[src/hdl/rcm_pkg.sv]
package rcm_pkg;

  localparam int CHANNELS   = 8;
  localparam int INPUTS     = 4;
  localparam int SEL_W      = 2;
  localparam int MODE_W     = 2;

  // register offsets
  localparam logic [3:0] OFS_ON_CMD     = 4'h0;
  localparam logic [3:0] OFS_INPUT_MODE = 4'h1;
  localparam logic [3:0] OFS_SEL_LOW    = 4'h2;
  localparam logic [3:0] OFS_SEL_HIGH   = 4'h3;
  localparam logic [3:0] OFS_STATUS     = 4'h4;

  // reset values
  localparam logic [7:0]  ON_CMD_RESET     = 8'h00;
  localparam logic [7:0]  INPUT_MODE_RESET = 8'h00;
  localparam logic [15:0] SEL_RESET        = 16'h0000;

  // status bit positions
  localparam int ST_TER_BIT   = 0;
  localparam int ST_FS_BIT    = 1;
  localparam int ST_STBY_BIT  = 2;

  typedef enum logic [2:0] {
    RCM_IDLE      = 3'b001,
    RCM_STANDBY   = 3'b010,
    RCM_FAIL_SAFE = 3'b100
  } rcm_state_t;

endpackage : rcm_pkg

[src/hdl/rcm_relay_channel_mode_control.sv]
`timescale 1ns/100ps
module rcm_relay_channel_mode_control #(
  parameter int CHANNELS = rcm_pkg::CHANNELS,
  parameter int INPUTS   = rcm_pkg::INPUTS
) (
  input  wire logic        ref_clk,
  input  wire logic        reset,
  input  wire logic        reset_n_pin,
  input  wire logic        fail_safe_request_pin,
  input  wire logic        control_input_one,
  input  wire logic        control_input_two,
  input  wire logic        control_input_three,
  input  wire logic        control_input_four,
  input  wire logic [3:0]  reg_addr,
  input  wire logic [15:0] reg_wdata,
  input  wire logic        reg_write,
  input  wire logic        reg_read,
  output logic      [15:0] reg_rdata,
  output logic             channel_output_one,
  output logic             channel_output_two,
  output logic             channel_output_three,
  output logic             channel_output_four,
  output logic             channel_output_five,
  output logic             channel_output_six,
  output logic             channel_output_seven,
  output logic             channel_output_eight,
  output logic             standby,
  output logic             fail_safe_active
);

  // routing is written for the fixed pin set, so refuse other sizes at elaboration
  if (CHANNELS != 8 || INPUTS != 4) begin : g_bad_size
    $error("rcm: only eight channels and four inputs are supported");
  end

  rcm_pkg::rcm_state_t state;
  rcm_pkg::rcm_state_t next_state;

  logic [7:0]  on_cmd;
  logic [7:0]  input_mode;
  logic [15:0] channel_input_select;
  logic        transmission_error_flag;
  logic [7:0]  channel_drive;

  // control inputs are pulled down on the pad, so open reads low
  wire  [3:0]  ctrl_in = {control_input_four, control_input_three,
                          control_input_two, control_input_one};

  wire         in_fail_safe = fail_safe_request_pin;
  wire         leaving_fs   = (state == rcm_pkg::RCM_FAIL_SAFE) && !fail_safe_request_pin;
  wire         clear_regs   = in_fail_safe || !reset_n_pin || leaving_fs;
  wire         wr_ok        = reg_write && !clear_regs;

  wire         wr_on    = wr_ok && (reg_addr == rcm_pkg::OFS_ON_CMD);
  wire         wr_mode  = wr_ok && (reg_addr == rcm_pkg::OFS_INPUT_MODE);
  wire         wr_sel_l = wr_ok && (reg_addr == rcm_pkg::OFS_SEL_LOW);
  wire         wr_sel_h = wr_ok && (reg_addr == rcm_pkg::OFS_SEL_HIGH);
  wire         rd_stat  = reg_read && (reg_addr == rcm_pkg::OFS_STATUS);
  // any access counts as a transfer; the flag is shown in that read then dropped
  wire         transfer = reg_read || reg_write;

  wire [15:0] status_word = {13'h0000,
                             state == rcm_pkg::RCM_STANDBY,
                             state == rcm_pkg::RCM_FAIL_SAFE,
                             transmission_error_flag};

  wire [15:0] rd_mux =
    (reg_addr == rcm_pkg::OFS_ON_CMD)     ? {8'h00, on_cmd} :
    (reg_addr == rcm_pkg::OFS_INPUT_MODE) ? {8'h00, input_mode} :
    (reg_addr == rcm_pkg::OFS_SEL_LOW)    ? {8'h00, channel_input_select[7:0]} :
    (reg_addr == rcm_pkg::OFS_SEL_HIGH)   ? {8'h00, channel_input_select[15:8]} :
    (reg_addr == rcm_pkg::OFS_STATUS)     ? status_word :
                                            16'h0000;

  always_comb begin
    next_state = state;
    unique case (state)
      rcm_pkg::RCM_IDLE: begin
        if (in_fail_safe) begin
          next_state = rcm_pkg::RCM_FAIL_SAFE;
        end else if (!reset_n_pin) begin
          next_state = rcm_pkg::RCM_STANDBY;
        end
      end
      rcm_pkg::RCM_STANDBY: begin
        if (in_fail_safe) begin
          next_state = rcm_pkg::RCM_FAIL_SAFE;
        end else if (reset_n_pin) begin
          next_state = rcm_pkg::RCM_IDLE;
        end
      end
      rcm_pkg::RCM_FAIL_SAFE: begin
        if (!in_fail_safe) begin
          next_state = reset_n_pin ? rcm_pkg::RCM_IDLE : rcm_pkg::RCM_STANDBY;
        end
      end
      default: begin
        next_state = rcm_pkg::RCM_IDLE;
      end
    endcase
  end

  always_ff @(posedge ref_clk or posedge reset) begin
    if (reset) begin
      state <= rcm_pkg::RCM_IDLE;
    end else begin
      state <= next_state;
    end
  end

  always_ff @(posedge ref_clk or posedge reset) begin
    if (reset) begin
      on_cmd               <= rcm_pkg::ON_CMD_RESET;
      input_mode           <= rcm_pkg::INPUT_MODE_RESET;
      channel_input_select <= rcm_pkg::SEL_RESET;
    end else if (clear_regs) begin
      on_cmd               <= rcm_pkg::ON_CMD_RESET;
      input_mode           <= rcm_pkg::INPUT_MODE_RESET;
      channel_input_select <= rcm_pkg::SEL_RESET;
    end else begin
      if (wr_on) begin
        on_cmd <= reg_wdata[7:0];
      end
      if (wr_mode) begin
        input_mode <= reg_wdata[7:0];
      end
      if (wr_sel_l) begin
        channel_input_select[7:0] <= reg_wdata[7:0];
      end
      if (wr_sel_h) begin
        channel_input_select[15:8] <= reg_wdata[7:0];
      end
    end
  end

  // set on exit wins over the clear by a transfer in the same cycle
  always_ff @(posedge ref_clk or posedge reset) begin
    if (reset) begin
      transmission_error_flag <= 1'b0;
    end else if (leaving_fs) begin
      transmission_error_flag <= 1'b1;
    end else if (transfer && !in_fail_safe) begin
      transmission_error_flag <= 1'b0;
    end
  end

  always_ff @(posedge ref_clk or posedge reset) begin
    if (reset) begin
      reg_rdata <= 16'h0000;
    end else begin
      reg_rdata <= rd_stat ? status_word : (reg_read ? rd_mux : 16'h0000);
    end
  end

  // combinational routing keeps input pwm edges unretimed
  genvar ch;
  generate
    for (ch = 0; ch < 8; ch++) begin : g_chan
      wire [1:0] sel    = channel_input_select[2*ch +: 2];
      wire       normal = input_mode[ch] ? ctrl_in[sel] : on_cmd[ch];
      if (ch < 4) begin : g_low
        assign channel_drive[ch] = (state == rcm_pkg::RCM_FAIL_SAFE) ? ctrl_in[ch] :
                                   (state == rcm_pkg::RCM_IDLE) ? normal : 1'b0;
      end else begin : g_high
        assign channel_drive[ch] = (state == rcm_pkg::RCM_IDLE) ? normal : 1'b0;
      end
    end
  endgenerate

  assign channel_output_one   = channel_drive[0];
  assign channel_output_two   = channel_drive[1];
  assign channel_output_three = channel_drive[2];
  assign channel_output_four  = channel_drive[3];
  assign channel_output_five  = channel_drive[4];
  assign channel_output_six   = channel_drive[5];
  assign channel_output_seven = channel_drive[6];
  assign channel_output_eight = channel_drive[7];
  assign standby              = (state == rcm_pkg::RCM_STANDBY);
  assign fail_safe_active     = (state == rcm_pkg::RCM_FAIL_SAFE);

endmodule : rcm_relay_channel_mode_control

[config.mk]
export PLATFORM = sky130hd
export DESIGN_NAME = rcm_relay_channel_mode_control
export DESIGN_NICKNAME = d
export VERILOG_FILES = /design/src/hdl/rcm_pkg.sv /design/src/hdl/rcm_relay_channel_mode_control.sv
export SDC_FILE = /design/constraint.sdc
export NUM_CORES = 1
export LEC_CHECK = 0
export ABC_AREA = 1
export ABC_CLOCK_PERIOD_IN_PS = 1260
export BUFFER_PORTS_ARGS = -buffer_cell sky130_fd_sc_hd__buf_2
export CORE_ASPECT_RATIO = 1.4
export CORE_MARGIN = 3
export CORE_UTILIZATION = 49
export DETAILED_ROUTE_END_ITERATION = 6
export GPL_ROUTABILITY_DRIVEN = 0
export GPL_TIMING_DRIVEN = 0
export PLACE_DENSITY = 0.76
export RECOVER_POWER = 100
export SLEW_MARGIN = 20
export SYNTH_ARGS = -nofsm -noshare
export SYNTH_HDL_FRONTEND = slang
export SYNTH_SLANG_ARGS = --single-unit
[constraint.sdc]
create_clock -name ref_clk -period 1.26 [get_ports ref_clk]
set_input_delay 0.063 -clock ref_clk [delete_from_list [all_inputs] [get_ports ref_clk]]
set_output_delay 0.063 -clock ref_clk [all_outputs]
set_load 0.1 [all_outputs]
=== After elaboration in Yosys (flattened, before gate mapping) ===
Cells that the tools add are included.

* Bits in registers: 44

* $lt $le $gt $ge: 8
* Equal/unequal tests: 10
* Mux-type cells: 59
* Reductions and logical operators: 21

{| class="wikitable"
|+ Operators with widths
! operator !! number
|-
| $mux W8 || 12
|-
| $mux W1 || 30
|-
| $lt A2 B3 Y1 const B || 8
|-
| $mux W3 || 6
|-
| $bmux W1 S2 || 8
|-
| $mux W16 || 1
|-
| $reduce_bool A2 Y1 || 5
|-
| $pmux W3 S3 || 1
|-
| $eq A4 B2 Y1 const B || 2
|-
| $logic_and A1 B1 Y1 || 8
|-
| $ne A3 B3 Y1 const B || 2
|-
| $eq A4 B1 Y1 const B || 1
|-
| $eq A4 B3 Y1 const B || 1
|-
| $logic_not A4 Y1 || 1
|-
| $eq A3 B1 Y1 const B || 1
|-
| $eq A3 B2 Y1 const B || 1
|-
| $eq A3 B3 Y1 const B || 1
|-
| $logic_not A1 Y1 || 3
|-
| $logic_or A1 B1 Y1 || 3
|-
| $reduce_and A3 Y1 || 1
|-
| $mux W2 || 1
|-
| $ne A2 B2 Y1 const B || 1
|}

=== Longest topological paths before layout ===
Gate-level depths: netlist of run 1.

* Depth after elaboration: 8
* Gate-level depth with buffers: 8

=== Worst setup path before layout of run 1 ===
Ideal clock, no wire load.

* Path kind: reg-to-output
* From: reg state[0]
* To: out channel_output_four
* Data arrival time: 2,171 ps
* Data required time: 1,197 ps
* Setup slack: -974 ps
* Stages on the path, launching flop included: 6
* Path buffers: 0
* Cell sequence: dfstp_2 -> nor2_1 -> nand2_1 -> clkinv_1 -> nand2_1 -> nand2_1

* Elaborated cells on any way between the ends: 4

{| class="wikitable"
|+ RTL lines
! what !! line !! text
|-
| start, declared || rcm_relay_channel_mode_control.sv:36 || <nowiki>rcm_pkg::rcm_state_t state;</nowiki>
|-
| start signal, assigned || rcm_relay_channel_mode_control.sv:105 || <nowiki>state <= rcm_pkg::RCM_IDLE;</nowiki>
|-
| start signal, assigned || rcm_relay_channel_mode_control.sv:107 || <nowiki>state <= next_state;</nowiki>
|-
| $eq A3 B3 Y1 || -- ||
|-
| named net fail_safe_active || rcm_relay_channel_mode_control.sv:28 || <nowiki>output logic fail_safe_active</nowiki>
|-
| $mux W1 || rcm_relay_channel_mode_control.sv:162 || <nowiki>assign channel_drive[ch] = (state == rcm_pkg::RCM_FAIL_SAFE) ? ctrl_in[ch] :</nowiki>
|-
| end, declared || rcm_relay_channel_mode_control.sv:22 || <nowiki>output logic channel_output_four,</nowiki>
|}

The timed path passes the listed nets, and every way through them passes these cells.

=== Worst setup path in the final report of run 1 ===
* From: reg state[0]
* To: out channel_output_three

* Word-level cells in the longest chain between the ends: 3
* Elaborated cells on any way between the ends: 4

{| class="wikitable"
|+ Ends and longest elaborated chain
! what !! line !! text
|-
| $eq A3 B1 Y1 || rcm_relay_channel_mode_control.sv:163 || <nowiki>(state == rcm_pkg::RCM_IDLE) ? normal : 1'b0;</nowiki>
|-
| $mux W1 || rcm_relay_channel_mode_control.sv:163 ||
|-
| $mux W1 * || rcm_relay_channel_mode_control.sv:162 ||
|-
| end, declared || rcm_relay_channel_mode_control.sv:21 || <nowiki>output logic channel_output_three,</nowiki>
|}

Mark *: on every way between the ends. The rest lies on a longest branch, timed or not.

==> flow_metrics.py, run 1 <==
metrics = {
    "run_status": {
        "outcome": "complete, but fails checks",
        "violations": "setup timing",
    },
    "global_route": {
        "use_met1_pct": 32.1,
        "grt_pass1_wl_um": 12800,
        "grtUsageTotal_pct": 26.3,
        "antenna_found_initial": 0,
        "met3_usage_pct": 4.93,
        "grt_pass1_vias": 2759,
        "grt-busiest-layer": "met2",
        "grt_max_degree": 28,
        "grtUsageMet2_pct": 44.9,
        "grt_overflow": 0,
    },
    "route": {
        "wire_per_inst_um": 14.9,
        "vias_per_cell": 5.28,
        "ant_nets": 0,
        "totalWireLength_um": 7810,
        "route.detailed.drc": 0,
        "vias": 2764,
        "drtIter0Drc": 230,
        "first_pass_iters": 5,
    },
    "timing": {
        "max_slew_margin_pct": 55.2,
        "finalSetupViolCount": 48,
        "rsz0062_at_grt": "yes",
        "finClkSkew_ns": 0.00362,
        "hold_slack_ns": 0.00312,
        "finalWorstSetupSlack_ns": -0.424,
        "finalCritPeriodShare_pct": 134,
        "finalHoldViolations": 0,
        "tightestPinTransition_ns": 0.672,
        "fmax_mhz": 594,
        "fin_crit_ns": 1.68,
        "tns_ns": -15.62,
        "slew_viol_final": 0,
    },
    "clock_tree": {
        "cts_buffer_depth": 2,
        "cts.reportedPaths.clkPinSlew_ns": 0.08,
        "htreeDepth": 2,
        "cts_buffers": 5,
        "tritoncts": "built",
        "insertion_delay_ns": 0.30,
        "root_buffer": "clkbuf_8",
        "numClockSinks": 44,
    },
    "worst_hold_path": {
        "min-delay-path-class": "input pin to flop",
        "min-delay-start": "reg_wdata[5]",
    },
    "power": {
        "leakagePower_nw": 1.88,
        "ir_worst_vdd_mv": 0.686,
        "p_per_area_nw_per_um2": 1230,
    },
    "setup_path": {
        "slowest_delay_ns": 0.59,
        "crit_buf_inv": 2,
        "r2r-start": "state[0]",
        "cp.required_ns": 1.20,
        "worst_setup_path_start_kind": "flop",
        "path_cells": "nand3_4 > buf_6 > a21oi_2 > nand2_2 > nand2_8 > buf_12",
        "crit_type": "flop to primary output",
        "crit_path_end_kind": "primary output",
        "path_max_fanout": 5,
        "cp-startpoint": "state[0]",
        "cpMaxStageDelayCell": "dfstp_2",
        "critPathTopFamily": "flip-flops",
        "arrival_ns": 1.62,
    },
    "die": {
        "design.core.area_um2": 5240,
        "die_w_um": 68.4,
        "start_util_pct": 51.0,
        "die_h_um": 93.4,
        "rows": 31,
        "io_pins": 56,
        "die-area_um2": 6390,
    },
    "yosys": {
        "synth_common_cells": "nand2_1, nand3_1, dfrtp_1, nor2_1, inv_1",
        "yosysWarnings": 0,
        "netlist_area_um2": 2670,
        "seq_area_frac_synth_pct": 41.3,
        "synthArstFlopShare_pct": 100,
        "synth_area_per_cell_um2": 6.94,
        "syn_inst": 385,
        "synth_top_area_share_pct": 40.3,
        "ys.flop_type": "dfrtp_1",
        "synth_cell_type_count": 24,
        "yosys.area.top_type": "dfrtp_1",
        "synth_edf_count": 0,
        "synthTopCellsByArea": "dfrtp_1, nand2_1, nand3_1, nor2_1, inv_1",
        "synthMostInstantiatedCell": "nand2_1",
        "ys_ff_latch": 44,
    },
    "cells_and_area": {
        "drive_above_1_share_pct": 30.0,
        "syn_to_final_growth_pct": 38.9,
        "antenna_cells": 0,
        "nets": 486,
    },
    "place": {
        "place_ws_ns": -0.346,
        "hpwlAfterDp_um": 5250,
        "io_buffers": 38,
    },
    "flow_run": {
        "maxCapViolCount": 0,
    },
}
-- path summary, 6_finish.rpt --
kind                                             to  slack [ns]  depth (start not counted)
min reg2reg                               on_cmd[1]        0.50                          2
max reg2reg                           input_mode[0]       -0.42                          8
max in group asynchronous  channel_input_select[14]        0.15                          4
min                         channel_input_select[5]       0.003                          3
min in group asynchronous                 on_cmd[3]        0.41                          3
max                            channel_output_three       -0.42                          6
-- worst reg2reg max path, cell delays in order, from the launching register on --
cell	delay, ns
dfstp_2	0.59
nor2_1	0.09
nand2_2	0.17
buf_6	0.13
nand2_4	0.07
buf_12	0.17
nor2_4	0.23
nand2_1	0.09
nand2_1	0.07
-- through the flow --
stage | cells | total power (W) | instance area [um^2] | utilization, %
after floorplan | 392 | 0.00256 | 2870 | -
after global placement | 496 | 0.00279 | 3140 | 60.0
after detailed placement | 497 | 0.00281 | 3160 | 60.4
after CTS | 517 | 0.00443 | 3640 | 69.6
after global routing | 523 | 0.00472 | 3710 | 70.8
final | 523 | 0.00458 | 3710 | 70.8
-- cells by family after synthesis --
group / count (synthesis) / synth area share [%]
AO/OA/AOI/OAI: 45 / 9.65
flip-flops: 44 / 41.3
other: 1 / 0.140
AND/OR/NAND/NOR: 234 / 38.8
buffers and inverters: 61 / 10.2
-- sequential cells by signal, indices dropped and copies added (netlist names) --
name / flops
input_mode: 8
state: 3
on_cmd: 8
reg_rdata: 8
channel_input_select: 16
transmission_error_flag: 1
-- layout by cell type (no fill, tap or decap), drive strengths merged --
cell	count
buf	60
dlygate4sd3	2
nand4	1
dfstp	1
a21oi	16
clkinv	1
inv	40
clkinvlp	5
nor2	48
dfrtp	43
nand3	49
o21ai	15
a31oi	2
conb	8
nand2	134
clkbuf	17
o211ai	12
nor3	2
bufinv	1
-- per-layer routing --
| layer | wire length (um) | up-vias | share of wire [%] |
|---|---|---|---|
| met1 | 3020 | 1270 | 39 |
| met5 | 0 | - | 0 |
| li1 | - | 1345 | - |
| met3 | 579 | 25 | 7.4 |
| met4 | 242 | 0 | 3.1 |
| met2 | 3970 | 124 | 51 |
-- where the power goes --
part	total [W]	internal (W)	switching, W
Combinational	0.00183	0.000659	0.00117
Clock	0.00119	0.000700	0.000491
Sequential	0.00156	0.00149	0.0000756
-- cell type report --
cell class / instances / area, um^2
Tap cell: 66 / 82.6
Multi-Input combinational cell: 287 / 1540
Fill cell: 429 / 1530
Inverter: 46 / 211
Sequential cell: 44 / 1100
Clock inverter: 1 / 30.0
Buffer: 15 / 128
Timing Repair Buffer: 57 / 522
Clock buffer: 7 / 96.3
-- repair_timing --
action                                  in CTS  in global routing
gates cloned                                 2                  0
hold buffers                                 2                  0
buffers inserted                             8                  6
endpoints found under the setup margin      43                 48
hold endpoints to repair                    17                  0
gates resized for setup                     69                 12
pin swaps                                   19                  6
(Power assumes the default switching activity.)
==> run 2, diff against run 1 <==
CELL_PAD_IN_SITES_DETAIL_PLACEMENT = 1   (was unset)
CELL_PAD_IN_SITES_GLOBAL_PLACEMENT = 2   (was unset)
CORE_MARGIN = 2   (was 3)
CORE_UTILIZATION = 27   (was 49)
PLACE_DENSITY = unset   (was 0.76)
PLACE_DENSITY_LB_ADDON = 0.1   (was unset)
==> flow_metrics.py, run 2 (synthesis results as in run 1) <==
metrics = {
    "cells_and_area": {
        "layout.area.seq_um2": 1100,
        "antenna_cells": 0,
        "top_register": "channel_input_select",
        "fill_cells": 1230,
        "syn_to_final_growth_pct": 46.1,
        "nets": 482,
        "largest_reg_flops": 16,
        "post-route-util_pct": 39.9,
        "multi_input_area_um2": 1600,
        "mostFrequentLayoutCells": "nand2_1, nand3_1, dfrtp_1, inv_1, buf_2",
        "final_common_cell": "nand2_1",
        "drive_above_1_share_pct": 30.0,
    },
    "clock_tree": {
        "tritoncts": "built",
        "cts_buffer_depth": 2,
        "htreeDepth": 2,
        "cts.reportedPaths.clkPinSlew_ns": 0.06,
        "numClockSinks": 44,
        "root_buffer": "clkbuf_16",
        "insertion_delay_ns": 0.29,
        "cts_buffers": 5,
    },
    "route": {
        "met2_length_um": 5030,
        "ant_nets": 0,
        "vias": 2665,
        "drt-met1-wl_um": 4020,
        "routed.top_layer": "met4",
        "vias_per_cell": 4.53,
        "first_pass_iters": 4,
        "route.detailed.drc": 0,
        "wl_met3_um": 208,
        "totalWireLength_um": 9360,
        "drtIter0Drc": 124,
        "wire_per_inst_um": 15.9,
    },
    "die": {
        "io_pins": 56,
        "start_util_pct": 27.3,
        "design.core.area_um2": 9790,
        "die_h_um": 122,
        "rows": 43,
        "die_w_um": 88.1,
        "die-area_um2": 10700,
    },
    "run_status": {
        "outcome": "complete, but fails checks",
        "violations": "setup timing",
    },
    "timing": {
        "finalHoldViolations": 0,
        "slew_viol_final": 0,
        "finClkSkew_ns": 0.00559,
        "max_slew_margin_pct": 45.2,
        "finalSetupViolCount": 44,
        "tns_ns": -9.23,
        "finalWorstSetupSlack_ns": -0.388,
        "rsz0062_at_grt": "yes",
        "fin_crit_ns": 1.65,
        "finalCritPeriodShare_pct": 131,
        "fmax_mhz": 607,
        "tightestPinTransition_ns": 0.821,
    },
    "power": {
        "ir_worst_vdd_mv": 0.509,
        "leakagePower_nw": 1.92,
        "p_total_w": 0.00495,
        "p_per_area_nw_per_um2": 1270,
    },
    "global_route": {
        "grt_pass1_wl_um": 14800,
        "antenna_found_initial": 0,
        "grtUsageTotal_pct": 18.3,
        "grt_max_degree": 27,
        "grt_pass1_vias": 2805,
        "grt_overflow": 0,
    },
    "setup_path": {
        "worst_setup_path_start_kind": "flop",
        "r2r_cells": 8,
        "cp-startpoint": "state[0]",
        "slowest_delay_ns": 0.58,
        "path_cells": "nand3_4 > buf_8 > a21oi_4 > nand2_2 > nand2_8 > buf_12",
        "cpMaxStageDelayCell": "dfstp_2",
        "path_max_fanout": 5,
        "cp.required_ns": 1.20,
        "r2r-start": "state[0]",
        "arrival_ns": 1.58,
        "crit_path_end_kind": "primary output",
        "crit_type": "flop to primary output",
    },
    "place": {
        "place_ws_ns": -0.419,
        "io_buffers": 38,
        "hpwlAfterDp_um": 7070,
    },
    "worst_hold_path": {
        "hold_depth": 3,
        "min-delay-path-class": "input pin to flop",
        "min-delay-start": "reg_wdata[3]",
    },
    "flow_run": {
        "maxCapViolCount": 0,
    },
}
-- run 2: layout make-up --
type                    count  area share [%]
well taps                 135            4.33
flip-flops and latches     44            28.3
inverters                  46            5.48
multi-input cells         287            41.0
clock inverters             1           0.769
plain buffers              15            3.46
repair buffers             53            13.3
clock buffers               7            3.40
-- run 2: final timing paths --
check                                      endpoint  slack (ns)
setup / recovery               channel_output_three       -0.39
hold / removal              channel_input_select[3]       0.007
setup reg to reg                          on_cmd[4]       -0.23
hold reg to reg                           on_cmd[1]        0.47
max in group asynchronous  channel_input_select[10]        0.15
min in group asynchronous              reg_rdata[1]        0.47
-- run 2: metal layers --
| layer | vias to the layer above | track usage (%) |
|---|---|---|
| met5 | - | 0 |
| met4 | 0 | 4.45 |
| met3 | 6 | 2.44 |
| met2 | 37 | 33.0 |
| met1 | 1277 | 22.8 |
| li1 | 1345 | - |
-- run 2: through the flow --
step / hold slack [ns] / instances / area (um^2)
2_1_floorplan: 0.175 / 392 / 2870
3_3_place_gp: 0.307 / 565 / 3230
3_5_place_dp: 0.102 / 566 / 3250
4_1_cts: 0.0153 / 583 / 3710
5_1_grt: 0.0186 / 588 / 3900
6_report: 0.00748 / 588 / 3900
-- run 2: power by group --
part	internal, W	switching, W	leakage [nW]
sequential	0.00149	0.0000765	0.606
clock	0.000938	0.000545	0.0781
combinational	0.000690	0.00121	1.23
-- run 2: timing repair --
action / in CTS / in global routing
cloned: 1 / 1
resized for setup: 60 / 32
endpoints found under the hold margin: 17 / 0
hold buffers: 1 / 0
pin swaps: 10 / 14
buffers inserted: 7 / 4
endpoints found under the setup margin: 44 / 45
-- run 2: critical path, delay by kind of cell, from the launching register on --
family,cells,cell delay (ns)
AO/OA/AOI/OAI,1,0.11
buffers and inverters,2,0.32
flip-flops,1,0.58
AND/OR/NAND/NOR,3,0.28
==> run 3, diff against run 2 <==
PLACE_DENSITY = 0.74   (was unset)
PLACE_DENSITY_LB_ADDON = unset   (was 0.1)
SKIP_CTS_REPAIR_TIMING = 1   (was unset)
==> flow_metrics.py, run 3 (synthesis results as in run 1) <==
metrics = {
    "run_status": {
        "outcome": "complete, but fails checks",
        "violations": "setup timing",
    },
    "global_route": {
        "grt_pass1_wl_um": 14300,
        "antenna_found_initial": 0,
        "grtUsageMet2_pct": 31.2,
        "grt_overflow": 0,
        "grt_pass1_vias": 2838,
        "grt-busiest-layer": "met2",
        "grtUsageTotal_pct": 17.5,
        "met3_usage_pct": 2.44,
        "grt_max_degree": 25,
        "use_met1_pct": 20.9,
    },
    "place": {
        "placed_cell_area_um2": 3250,
        "hpwlAfterDp_um": 6940,
        "io_buffers": 38,
    },
    "worst_hold_path": {
        "min-delay-start": "reg_wdata[3]",
        "min-delay-path-class": "input pin to flop",
    },
    "setup_path": {
        "crit_path_end_kind": "primary output",
        "r2r-start": "state[0]",
        "path_max_fanout": 5,
        "cpMaxStageDelayCell": "dfstp_2",
        "path_cells": "nand3_4 > buf_8 > a21oi_2 > nand2_2 > nand2_8 > buf_12",
        "cp.required_ns": 1.20,
        "slowest_delay_ns": 0.58,
        "rrSetupSlack_ns": -0.37,
        "cp-startpoint": "state[0]",
        "worst_setup_path_start_kind": "flop",
        "arrival_ns": 1.61,
        "crit_type": "flop to primary output",
    },
    "cells_and_area": {
        "design_area_um2": 3720,
        "final_common_cell": "nand2_1",
        "syn_to_final_growth_pct": 39.3,
        "post-route-util_pct": 38.0,
        "antenna_cells": 0,
        "mostFrequentLayoutCells": "nand2_1, nand3_1, dfrtp_1, inv_1, nor2_1",
        "drive_above_1_share_pct": 27.8,
        "fill_cells": 1223,
        "nets": 478,
        "largest_reg_flops": 16,
        "top_register": "channel_input_select",
    },
    "route": {
        "vias_per_cell": 4.60,
        "ant_nets": 0,
        "route.detailed.drc": 0,
        "wire_per_inst_um": 15.6,
        "totalWireLength_um": 9110,
        "drtIter0Drc": 103,
        "vias": 2685,
        "first_pass_iters": 4,
    },
    "clock_tree": {
        "numClockSinks": 44,
        "htreeDepth": 2,
        "cts_buffer_depth": 2,
        "cts_buffers": 5,
        "cts.reportedPaths.clkPinSlew_ns": 0.07,
        "insertion_delay_ns": 0.29,
        "root_buffer": "clkbuf_16",
        "tritoncts": "built",
    },
    "die": {
        "io_pins": 56,
        "rows": 43,
        "design.core.area_um2": 9790,
        "die_w_um": 88.1,
        "die_h_um": 122,
        "die-area_um2": 10700,
        "start_util_pct": 27.3,
    },
    "power": {
        "p_int_w": 0.00287,
        "switching_share_pct": 38.5,
        "p_seq_share_pct": 33.3,
        "power_frac_clock_pct": 29.7,
        "ir_worst_vdd_mv": 0.490,
        "pwr-share-comb_pct": 36.9,
        "power_switching_w": 0.00180,
        "p_per_area_nw_per_um2": 1250,
        "leakagePower_nw": 1.87,
    },
    "timing": {
        "finalSetupViolCount": 44,
        "finClkSkew_ns": 0.00540,
        "tightestPinTransition_ns": 0.524,
        "fin_crit_ns": 1.67,
        "rsz0062_at_grt": "yes",
        "finalWorstSetupSlack_ns": -0.413,
        "finalHoldViolations": 0,
        "max_slew_margin_pct": 65.1,
        "slew_viol_final": 0,
        "fmax_mhz": 598,
        "finalCritPeriodShare_pct": 133,
    },
    "flow_run": {
        "maxCapViolCount": 0,
    },
}
-- run 3: changes by cell type in the layout (fill, tap and decap cells not counted), moves of 2 or more --
cell | before | now
nor2_4 | 14 | 12
a21oi_2 | 1 | 3
a21oi_4 | 2 | 0
nand2_1 | 116 | 119
nand2_8 | 6 | 3
nor2_1 | 28 | 31
buf_12 | 14 | 11
-- run 3: cell type report --
type                    instances  area [um^2]  share of cell area, %
well taps                     135          169                   4.54
repair buffers                 49          440                   11.8
clock inverters                 2         13.8                  0.370
multi-input cells             287         1520                   40.9
flip-flops and latches         44         1100                   29.6
clock buffers                   6          139                   3.73
plain buffers                  15          126                   3.40
inverters                      46          209                   5.62
-- run 3: per-layer routing --
| metal | vias to the layer above | wire, um |
|---|---|---|
| met5 | - | 0 |
| met4 | 0 | 233 |
| met1 | 1297 | 3750 |
| li1 | 1333 | - |
| met2 | 43 | 4910 |
| met3 | 12 | 220 |
-- run 3: path summary, 6_finish.rpt --
check                                            to  depth (start not counted)
setup reg to reg                      input_mode[6]                          7
hold / removal              channel_input_select[3]                          3
hold reg to reg                           on_cmd[1]                          2
min in group asynchronous                  state[1]                          3
setup / recovery               channel_output_three                          6
max in group asynchronous  channel_input_select[15]                          4
-- run 3: power groups by stage --
| stage | combinational (W) | sequential (W) | clock [W] |
|---|---|---|---|
| after floorplan | 0.000964 | 0.00160 | 0 |
| after global placement | 0.00128 | 0.00156 | 0 |
| after detailed placement | 0.00130 | 0.00157 | 0 |
| after CTS | 0.00130 | 0.00154 | 0.00142 |
| after global routing | 0.00184 | 0.00156 | 0.00147 |
| final | 0.00172 | 0.00155 | 0.00139 |
-- run 3: through the flow --
step                      setup WS [ns]  setup TNS [ns]  instances  hold slack [ns]  total power (W)
after floorplan                  -0.240           -1.59        392            0.175          0.00256
after global routing             -0.457          -16.44        584           0.0360          0.00486
after CTS                        -0.701          -15.49        574           -0.192          0.00426
final                            -0.413          -13.21        584           0.0202          0.00466
after global placement           -0.528          -34.16        565            0.312          0.00285
after detailed placement         -0.379          -11.76        566            0.122          0.00287
-- run 3: critical path: cells and delay by family (launching register included) --
family | cells | cell delay (ns)
flip-flops | 1 | 0.58
buffers and inverters | 2 | 0.32
AND/OR/NAND/NOR | 3 | 0.29
AO/OA/AOI/OAI | 1 | 0.12
